File: config.mk
export PLATFORM = sky130hd
export DESIGN_NAME = port_b_upper_pin_functions
export DESIGN_NICKNAME = d
export VERILOG_FILES = /design/src/design/port_b_upper_pin_functions.v
export VERILOG_INCLUDE_DIRS = /design/src /design/src/inc
export SDC_FILE = /design/constraint.sdc
export NUM_CORES = 1
export LEC_CHECK = 0
export ABC_AREA = 1
export BUFFER_PORTS_ARGS = -buffer_cell sky130_fd_sc_hd__buf_2
export CAP_MARGIN = 25
export CORE_UTILIZATION = 53
export CTS_BUF_LIST = sky130_fd_sc_hd__clkbuf_4
export DETAILED_ROUTE_END_ITERATION = 7
export PLACE_DENSITY = 0.86
export SYNTH_ARGS = -nofsm -noshare
export SYNTH_HDL_FRONTEND = slang
export SYNTH_SLANG_ARGS = --single-unit
File: constraint.sdc
create_clock -name clk_in -period 2.7 [get_ports clk_in]
set_input_delay 0.27 -clock clk_in [delete_from_list [all_inputs] [get_ports clk_in]]
set_output_delay 0.27 -clock clk_in [all_outputs]
set_load 0.05 [all_outputs]
File: src/inc/port_b_upper_defs.vh
// constants for the port b bits 28..24 pin function logic
// Contract
// RQ1 - fast controller request-to-send runs independent of transmit data clock edges
// RQ2 - fast controller requests by driving its request line low; grant returns low
// RQ3 - second serial controller requests by driving low; peer accepts by returning low
// RQ4 - in ethernet mode the bit-28 output carries transmit enable instead
// RQ5 - phy reports receive error in through bit 28 in mii mode
// RQ6 - phy reports collision in through bit 27 in mii mode
// RQ7 - phy reports carrier activity in through bit 26 in mii mode
// RQ8 - fast controller drives nibble bit 3 on bit 25, bit 2 on bit 24
// RQ9 - tdm a1 nibble mode drives transmit nibble msb on bit 25
// RQ10 - tdm a1 nibble mode takes receive nibble msb from bit 24
// RQ11 - tdm c2 shifts serial transmit data out on bit 27 as output
// RQ12 - tdm c2 samples serial receive data from bit 26 as input
// RQ13 - highway supplies transmit sync on bit 28 for b2, bit 25 for c2
// RQ14 - highway supplies c2 receive sync on bit 24
// RQ15 - fast controller drives nibble bit 0 on bit 22 in nibble modes
// RQ16 - one function per pin, direction follows it, unselected functions see inactive input
// RQ17 - with no function selected the pin is software-directed general-purpose i/o
`ifndef PORT_B_UPPER_DEFS_VH
`define PORT_B_UPPER_DEFS_VH

// select field width and positions inside fn_sel_in
`define SEL_W        3
`define SEL_POS_24   0
`define SEL_POS_25   3
`define SEL_POS_26   6
`define SEL_POS_27   9
`define SEL_POS_28   12

// common select code
`define FN_GPIO      3'h0
// bit 28 codes
`define FN28_RTS     3'h1
`define FN28_RX_ER   3'h2
`define FN28_SERIAL  3'h3
`define FN28_TSYNC   3'h4
// bit 27 codes
`define FN27_COL     3'h1
`define FN27_TXD     3'h2
// bit 26 codes
`define FN26_CRS     3'h1
`define FN26_RXD     3'h2
// bit 25 codes
`define FN25_NIB     3'h1
`define FN25_A1_TX   3'h2
`define FN25_TSYNC   3'h3
// bit 24 codes
`define FN24_NIB     3'h1
`define FN24_A1_RX   3'h2
`define FN24_RSYNC   3'h3

// reset values
`define RST_PINS     5'h00
`define RST_RTS_N    1'h1
`define RST_CNT      2'h0

`endif

File: src/design/port_b_upper_pin_functions.v
// pin function multiplexer for port b bits 28 down to 24
`timescale 1ns/10ps
`default_nettype none
`include "port_b_upper_defs.vh"

module port_b_upper_pin_functions (
    input  wire        clk_in,                    // 50 MHz clock
    input  wire        rstn_in,                   // synchronous reset, active low
    input  wire [14:0] fn_sel_in,                 // 3-bit function select per pin
    input  wire [28:24] port_b_pin_in,            // pin levels seen at the pads
    output reg  [28:24] port_b_pin_out,           // pin drive values
    output reg  [28:24] port_b_pin_oe_out,        // high while the pin is driven
    input  wire [28:24] gpio_data_in,             // software output values
    input  wire [28:24] gpio_dir_in,              // software direction, 1 = output
    output reg  [28:24] gpio_data_out,            // filtered pin levels for software
    input  wire        fast_comm_rts_n_in,        // fast controller request, active low
    output reg         fast_comm_rx_er_out,       // phy receive error
    output reg         fast_comm_col_out,         // phy collision
    output reg         fast_comm_crs_out,         // phy carrier sense
    input  wire [3:0]  fast_comm_txd_in,          // fast controller transmit nibble
    output reg         port_b_bit_22_txd0_out,    // nibble lsb towards the bit-22 pin
    input  wire        serial_comm_rts_n_in,      // serial controller request, active low
    input  wire        ether_transmit_enable_in,  // serial controller transmit enable
    input  wire        serial_comm_ether_mode_in, // serial controller in ethernet mode
    output reg         tdm_b2_tx_sync_out,        // channel b2 transmit sync
    input  wire        tdm_serial_tx_data_in,     // channel c2 serial transmit bit
    output reg         tdm_c2_tx_sync_out,        // channel c2 transmit sync
    output reg         tdm_c2_rx_sync_out,        // channel c2 receive sync
    input  wire        tdm_nibble_tx_msb_in,      // channel a1 transmit nibble msb
    output reg         tdm_nibble_rx_msb_out,     // channel a1 receive nibble msb
    input  wire        tdm_rx_sample_in,          // strobe: take one c2 receive bit
    output reg         tdm_rx_room_out,           // buffer can take a bit
    output reg         tdm_serial_rx_data_out,    // head of receive buffer
    output reg         tdm_serial_rx_valid_out,   // head holds a bit
    input  wire        tdm_serial_rx_ready_in     // consumer takes the head bit
);

    // ==========================================================
    // select decode
    wire [2:0] sel_28 = fn_sel_in[`SEL_POS_28 +: `SEL_W];
    wire [2:0] sel_27 = fn_sel_in[`SEL_POS_27 +: `SEL_W];
    wire [2:0] sel_26 = fn_sel_in[`SEL_POS_26 +: `SEL_W];
    wire [2:0] sel_25 = fn_sel_in[`SEL_POS_25 +: `SEL_W];
    wire [2:0] sel_24 = fn_sel_in[`SEL_POS_24 +: `SEL_W];

    // ==========================================================
    // input synchronisers, one per pin
    reg  [28:24] sync1_q;
    reg  [28:24] sync2_q;
    reg  [28:24] sync3_q;
    reg  [28:24] level_q;

    genvar g;
    generate
        for (g = 24; g <= 28; g = g + 1) begin : pin_sync
            // three stages; the level moves once stages two and three agree
            always @(posedge clk_in) begin
                if (!rstn_in) begin
                    sync1_q[g] <= 1'b0;
                    sync2_q[g] <= 1'b0;
                    sync3_q[g] <= 1'b0;
                    level_q[g] <= 1'b0;
                end else begin
                    sync1_q[g] <= port_b_pin_in[g];
                    sync2_q[g] <= sync1_q[g];
                    sync3_q[g] <= sync2_q[g];
                    if (sync2_q[g] == sync3_q[g]) begin
                        level_q[g] <= sync3_q[g];
                    end
                end
            end
        end
    endgenerate

    // ==========================================================
    // pin drive and direction
    reg  [28:24] pin_d;
    reg  [28:24] oe_d;

    // each pin follows exactly one selected function
    always @* begin
        pin_d = gpio_data_in;                            // RQ17
        oe_d  = gpio_dir_in;                             // RQ17
        case (sel_28)
            `FN28_RTS: begin
                pin_d[28] = fast_comm_rts_n_in;          // RQ1 RQ2
                oe_d[28]  = 1'b1;
            end
            `FN28_SERIAL: begin
                if (serial_comm_ether_mode_in) begin
                    pin_d[28] = ether_transmit_enable_in; // RQ4
                end else begin
                    pin_d[28] = serial_comm_rts_n_in;    // RQ3
                end
                oe_d[28] = 1'b1;
            end
            `FN28_RX_ER, `FN28_TSYNC: begin
                pin_d[28] = 1'b0;                        // RQ16
                oe_d[28]  = 1'b0;
            end
            default: begin
                pin_d[28] = gpio_data_in[28];
                oe_d[28]  = gpio_dir_in[28];
            end
        endcase
        case (sel_27)
            `FN27_TXD: begin
                pin_d[27] = tdm_serial_tx_data_in;       // RQ11
                oe_d[27]  = 1'b1;
            end
            `FN27_COL: begin
                pin_d[27] = 1'b0;
                oe_d[27]  = 1'b0;
            end
            default: begin
                pin_d[27] = gpio_data_in[27];
                oe_d[27]  = gpio_dir_in[27];
            end
        endcase
        case (sel_26)
            `FN26_CRS, `FN26_RXD: begin
                pin_d[26] = 1'b0;                        // RQ12
                oe_d[26]  = 1'b0;
            end
            default: begin
                pin_d[26] = gpio_data_in[26];
                oe_d[26]  = gpio_dir_in[26];
            end
        endcase
        case (sel_25)
            `FN25_NIB: begin
                pin_d[25] = fast_comm_txd_in[3];         // RQ8
                oe_d[25]  = 1'b1;
            end
            `FN25_A1_TX: begin
                pin_d[25] = tdm_nibble_tx_msb_in;        // RQ9
                oe_d[25]  = 1'b1;
            end
            `FN25_TSYNC: begin
                pin_d[25] = 1'b0;
                oe_d[25]  = 1'b0;
            end
            default: begin
                pin_d[25] = gpio_data_in[25];
                oe_d[25]  = gpio_dir_in[25];
            end
        endcase
        case (sel_24)
            `FN24_NIB: begin
                pin_d[24] = fast_comm_txd_in[2];         // RQ8
                oe_d[24]  = 1'b1;
            end
            `FN24_A1_RX, `FN24_RSYNC: begin
                pin_d[24] = 1'b0;
                oe_d[24]  = 1'b0;
            end
            default: begin
                pin_d[24] = gpio_data_in[24];
                oe_d[24]  = gpio_dir_in[24];
            end
        endcase
    end

    // ==========================================================
    // registered pin outputs and peripheral inputs
    // request lines get no alignment to any data bit clock
    always @(posedge clk_in) begin
        if (!rstn_in) begin
            port_b_pin_out         <= `RST_PINS;
            port_b_pin_oe_out      <= `RST_PINS;
            gpio_data_out          <= `RST_PINS;
            fast_comm_rx_er_out    <= 1'b0;
            fast_comm_col_out      <= 1'b0;
            fast_comm_crs_out      <= 1'b0;
            port_b_bit_22_txd0_out <= 1'b0;
            tdm_b2_tx_sync_out     <= 1'b0;
            tdm_c2_tx_sync_out     <= 1'b0;
            tdm_c2_rx_sync_out     <= 1'b0;
            tdm_nibble_rx_msb_out  <= 1'b0;
        end else begin
            port_b_pin_out         <= pin_d;             // RQ1
            port_b_pin_oe_out      <= oe_d;              // RQ16
            gpio_data_out          <= level_q;           // RQ17
            // unselected functions see a low, inactive input
            fast_comm_rx_er_out    <= (sel_28 == `FN28_RX_ER) & level_q[28]; // RQ5
            fast_comm_col_out      <= (sel_27 == `FN27_COL) & level_q[27];   // RQ6
            fast_comm_crs_out      <= (sel_26 == `FN26_CRS) & level_q[26];   // RQ7
            port_b_bit_22_txd0_out <= (sel_25 == `FN25_NIB) & fast_comm_txd_in[0]; // RQ15
            tdm_b2_tx_sync_out     <= (sel_28 == `FN28_TSYNC) & level_q[28]; // RQ13
            tdm_c2_tx_sync_out     <= (sel_25 == `FN25_TSYNC) & level_q[25]; // RQ13
            tdm_c2_rx_sync_out     <= (sel_24 == `FN24_RSYNC) & level_q[24]; // RQ14
            tdm_nibble_rx_msb_out  <= (sel_24 == `FN24_A1_RX) & level_q[24]; // RQ10
        end
    end

    // ==========================================================
    // two-entry receive buffer for channel c2 serial bits
    reg        head_q;
    reg        tail_q;
    reg  [1:0] cnt_q;
    reg  [1:0] cnt_d;
    wire       rx_sel = (sel_26 == `FN26_RXD);
    wire       push   = tdm_rx_sample_in & rx_sel & tdm_rx_room_out;
    wire       pop    = tdm_serial_rx_valid_out & tdm_serial_rx_ready_in;

    // occupancy after this cycle's push and pop
    always @* begin
        cnt_d = cnt_q;
        if (push && !pop) begin
            cnt_d = cnt_q + 2'h1;
        end else if (pop && !push) begin
            cnt_d = cnt_q - 2'h1;
        end
    end

    // head is the output word; tail waits behind it
    always @(posedge clk_in) begin
        if (!rstn_in) begin
            head_q                  <= 1'b0;
            tail_q                  <= 1'b0;
            cnt_q                   <= `RST_CNT;
            tdm_rx_room_out         <= 1'b1;
            tdm_serial_rx_valid_out <= 1'b0;
            tdm_serial_rx_data_out  <= 1'b0;
        end else begin
            cnt_q                   <= cnt_d;
            tdm_rx_room_out         <= (cnt_d != 2'h2);
            tdm_serial_rx_valid_out <= (cnt_d != 2'h0);
            if (pop) begin
                if (cnt_q == 2'h2) begin
                    head_q                 <= tail_q;
                    tdm_serial_rx_data_out <= tail_q;
                    if (push) begin
                        tail_q <= level_q[26];           // RQ12
                    end
                end else if (push) begin
                    head_q                 <= level_q[26];
                    tdm_serial_rx_data_out <= level_q[26];
                end
            end else if (push) begin
                if (cnt_q == 2'h0) begin
                    head_q                 <= level_q[26]; // RQ12
                    tdm_serial_rx_data_out <= level_q[26];
                end else begin
                    tail_q <= level_q[26];
                end
            end
        end
    end

endmodule
`default_nettype wire

# After elaboration in Yosys (flattened, before gate mapping)
# Index checks and enable logic that the tools add are counted.
dict set report classes {
  n_reduce_logical 16
  addsub 2
  muxes 20
  mul 0
  bitwise 12
  n_eq_ne 24
  n_div 0
  shift 0
  magnitude_cmp 0
}
# cell count
set ops {}
lappend ops {{$eq A3 B2 Y1 const B} 8}
lappend ops {{$eq A3 B1 Y1 const B} 5}
lappend ops {{$pmux W1 S2} 6}
lappend ops {{$and A1 B1 Y1} 11}
lappend ops {{$mux W1} 10}
lappend ops {{$reduce_bool A2 Y1} 4}
lappend ops {{$reduce_or A2 Y1} 4}
lappend ops {{$ne A2 B2 Y1 const B} 3}
lappend ops {{$pmux W1 S3} 2}
lappend ops {{$eq A1 B1 Y1} 5}
lappend ops {{$mux W2} 2}
lappend ops {{$reduce_and A4 Y1} 1}
lappend ops {{$eq A3 B3 Y1 const B} 1}
lappend ops {{$reduce_and A3 Y1} 1}
lappend ops {{$reduce_or A3 Y1} 1}
lappend ops {{$add A2 B1 Y2 const B} 1}
lappend ops {{$eq A2 B2 Y1 const B} 1}
lappend ops {{$logic_and A1 B1 Y1} 2}
lappend ops {{$logic_not A1 Y1} 2}
lappend ops {{$logic_not A2 Y1} 1}
lappend ops {{$ne A2 B1 Y1 const B} 1}
lappend ops {{$sub A2 B1 Y2 const B} 1}
lappend ops {{$not A1 Y1} 1}
dict set report word_totals {
  mem_bits_ro 0
  out_inout_bits 26
  wordCells 112
  mem_count 0
  inputBits 44
  reg_bits 49
  latch_bits 0
  mem_bits_rw 0
}

# Depth between registers and ports, before layout
dict set report logic_depth {
  depth_word 8
  mapped_depth 9
  mapped_depth_nobuf 9
}

# Worst setup path after synthesis
# OpenSTA, ideal clock, no wires.
dict set report synth_path {
  path_type {reg2reg}
  start {reg tdm_serial_rx_valid_out}
  end {reg tdm_serial_rx_data_out}
  arrival_ns 1.277
  stages_incl_launch_ff 8
  required_ns 2.586
  synth_period_minus_slack_ns 1.391
  setup_time_ns 0.114
  path_slack_ns 1.309
  n_path_buf 0
  path_cell_list {dfxtp_1 nand2_2 inv_2 nand2_1 a21oi_1 nand2_1 nand2_1 nor2_1}
}
dict set report synth_between {
  elab_chain_len 3
  word_cells_on_any_way 5
  cone_classes {1 x mux; 1 x bitwise; 3 x reduce/logical}
}
# item line
set synth_lines {}
lappend synth_lines {{start: declaration} port_b_upper_pin_functions.v:34} ;# output reg tdm_serial_rx_valid_out,
lappend synth_lines {{start signal: assignment} port_b_upper_pin_functions.v:228} ;# tdm_serial_rx_valid_out <= (cnt_d != 2'h0);
lappend synth_lines {{$and A1 B1 Y1 *} port_b_upper_pin_functions.v:204} ;# wire pop = tdm_serial_rx_valid_out & tdm_serial_rx_ready_in;
lappend synth_lines {{$reduce_bool A2 Y1 (no line)} -}
lappend synth_lines {{$reduce_and A3 Y1 (no line)} -}
lappend synth_lines {{end signal: assignment} port_b_upper_pin_functions.v:232} ;# tdm_serial_rx_data_out <= tail_q;
lappend synth_lines {{end signal: assignment} port_b_upper_pin_functions.v:238} ;# tdm_serial_rx_data_out <= level_q[26];
lappend synth_lines {{end signal: assignment} port_b_upper_pin_functions.v:243} ;# tdm_serial_rx_data_out <= level_q[26];
lappend synth_lines {{end: declaration} port_b_upper_pin_functions.v:33} ;# output reg tdm_serial_rx_data_out,
# Every way passes the cells marked *; elsewhere a longest branch is shown, timed or not.
# A chain may end at the register's enable or synchronous reset.

# Worst setup path in the final report
dict set report layout_path {
  start {reg tdm_serial_rx_valid_out}
  end {out tdm_serial_rx_valid_out}
}
# No word-level cell between the ends.

==> impl_metrics.tcl <==
set metrics [dict create \
    synth_top_area_cell "dfxtp_1" \
    ir_drop_mv 0.394 \
    cts_buffer_depth 2 \
    synth_nets 263 \
    vias 1491 \
    tightest_slew_ns 0.501 \
    antenna_found_initial 0 \
    grt_pass1_wl_um 4860 \
    hold_buffers 0 \
    clock_sinks 49 \
    fin_ws_ns 1.47 \
    fin_crit_sh_pct 45.5 \
    syn-cell-area_sq_mm 0.00178 \
    io_buffers 68 \
    netlist.area_leader.share_pct 55.2 \
    ys_seq_elements 49 \
    synth.area.top_cells "dfxtp_1, nand2_1, inv_1" \
    wl_um 3080 \
    die_y_um 59.9 \
    gp_congestion 0.742 \
    leakage_nw 1.31 \
    clockRootBuffer "clkbuf_4" \
    ys_types 26 \
    p_per_area_mw_per_mm2 660 \
    track_usage_pct 18.3 \
    dpl.hpwl_um 2410 \
    cp-end-kind "output pin" \
    hold_class "input pin to register" \
    path_clk_slew_ns 0.13 \
    final_cell_mix "buf_2, dfxtp_1, nand2_1" \
    layout-drive-gt1-share_pct 30.7 \
    crit_family "flip-flops" \
    grt_remaining_overflow 0 \
    grt_max_degree 29 \
    timing.setup.tns_ns 0 \
    crit_required_ns 2.43 \
    start_kind "register" \
    final_nets 335 \
    dr.pass1.iters 4 \
    post_cts_buffers 0 \
    grt_pass1_vias 1259 \
    initial_core_util_pct 56.8 \
    diodes 0 \
    status "finished, final reports clean" \
    critPathBufInv 1 \
    syn_avg_cell_area_sq_um 8.19 \
    ys_warn_count 0 \
    fin_skew_ns 0.00243 \
    layout_commonest_cell "buf_2" \
    arrival_ns 0.96 \
    finalHoldViolCount 0 \
    rows 20 \
    timing.hold.ws_ns 0.102 \
    cp_max_fo 2 \
    via_per_inst 4.46 \
    cts_max_level 2 \
    numCtsBuffers 5 \
    drtIter0Drc 34 \
    wl_per_cell_um 9.22 \
    cap_violations 0 \
    netlist_instances 217 \
    yosysSeqAreaShare_pct 55.2 \
    fin_util_pct 70.4 \
    drv_slew 0 \
    layout_min_cycle_time_ns 1.23 \
    crit_slowest_cell "dfxtp_1" \
    area_growth_pct 24.0 \
    drtAntennaViolNets 0 \
    drcViolationCount 0 \
    slowest_delay_ns 0.36 \
    slew_headroom_pct 66.6 \
    post_cts_resized 0 \
    worstSkewPairLatency_ns 0.34 \
    ios 70 \
    critPathKind "register to output pin" \
    core_area_sq_mm 0.00313 \
    setup_viol 0 \
    fp.dieArea_sq_mm 0.00359 \
    fmax_ghz 0.814 \
    rsz0062_at_grt "false" \
    cts_tree "built" \
    fp.dieW_um 59.9 \
    cp_cell_sequence "buf_2" \
    dp_slack_ns 1.40 \
]
## sequential cells by signal, summed over array words and instances (netlist names)
signal,count
sync1_q,5
port_b_pin_oe_out,5
port_b_bit_22_txd0_out,1
tdm_serial_rx_valid_out,1
fast_comm_col_out,1
level_q,5
sync3_q,5
tdm_b2_tx_sync_out,1
sync2_q,5
tdm_c2_rx_sync_out,1
fast_comm_crs_out,1
tdm_rx_room_out,1
tdm_c2_tx_sync_out,1
tdm_serial_rx_data_out,1
gpio_data_out,5
tdm_nibble_rx_msb_out,1
fast_comm_rx_er_out,1
tail_q,1
cnt_q,2
port_b_pin_out,5
## cell type report
class / count / area (sq um)
Clock buffer: 6 / 45.0
Clock inverter: 2 / 10.0
Fill cell: 277 / 925
Inverter: 45 / 169
Multi-Input combinational cell: 120 / 603
Sequential cell: 49 / 981
Tap cell: 44 / 55.1
Timing Repair Buffer: 68 / 340
## cell families (layout without fill, tap and decap cells)
kind of cell | after synthesis | in the layout | synth area share (%)
simple gates | 90 | 90 | 23.7
flops | 49 | 49 | 55.2
buf+inv | 48 | 121 | 10.8
compound gates | 28 | 28 | 8.80
fa+ha+maj | 2 | 2 | 1.41
## power by group
| group | total (mW) | internal (mW) | switching (mW) |
|---|---|---|---|
| logic | 0.348 | 0.114 | 0.234 |
| clock network | 0.315 | 0.110 | 0.206 |
| registers | 0.790 | 0.768 | 0.0219 |
## per-layer routing
layer  share of wire [%]  track usage, %
met5                   0               0
met4                0.84            5.98
met3                 7.5            5.63
met2                  48            33.2
met1                  44            20.0
## path summary, 6_finish.rpt
path | from | to | slack [ns] | cells after the start
max | tdm_serial_rx_valid_out$_SDFF_PN0_ | tdm_serial_rx_valid_out | 1.47 | 1
min | port_b_pin_in[27] | sync1_q[27]$_SDFF_PN0_ | 0.10 | 3
max reg2reg | cnt_q[0]$_SDFF_PN0_ | tdm_serial_rx_valid_out$_SDFF_PN0_ | 1.47 | 8
min reg2reg | sync1_q[25]$_SDFF_PN0_ | sync2_q[25]$_SDFF_PN0_ | 0.42 | 2
## through the flow
stage | instance area (sq um) | total power [mW] | instances
5_1_grt | 2200 | 1.54 | 334
6_report | 2200 | 1.45 | 334
3_3_place_gp | 2150 | 1.15 | 326
2_1_floorplan | 1780 | 1.07 | 217
3_5_place_dp | 2150 | 1.16 | 326
4_1_cts | 2200 | 1.47 | 334
## synthesized netlist by cell type
library cell,count
nor2_4,1
o21bai_1,4
buf_6,1
nand2_1,48
inv_2,2
nand3_2,1
nor3_1,2
inv_1,43
a21oi_1,15
nand2_2,5
nand3_1,8
buf_2,1
nand3b_1,1
nand4_2,1
nand2_4,1
ha_1,2
buf_4,1
nor2_1,18
nand4_1,1
nor3b_1,1
a31oi_1,2
or3b_1,1
o21ai_2,1
nand3_4,1
o21ai_0,6
dfxtp_1,49
(Power assumes the default switching activity.)
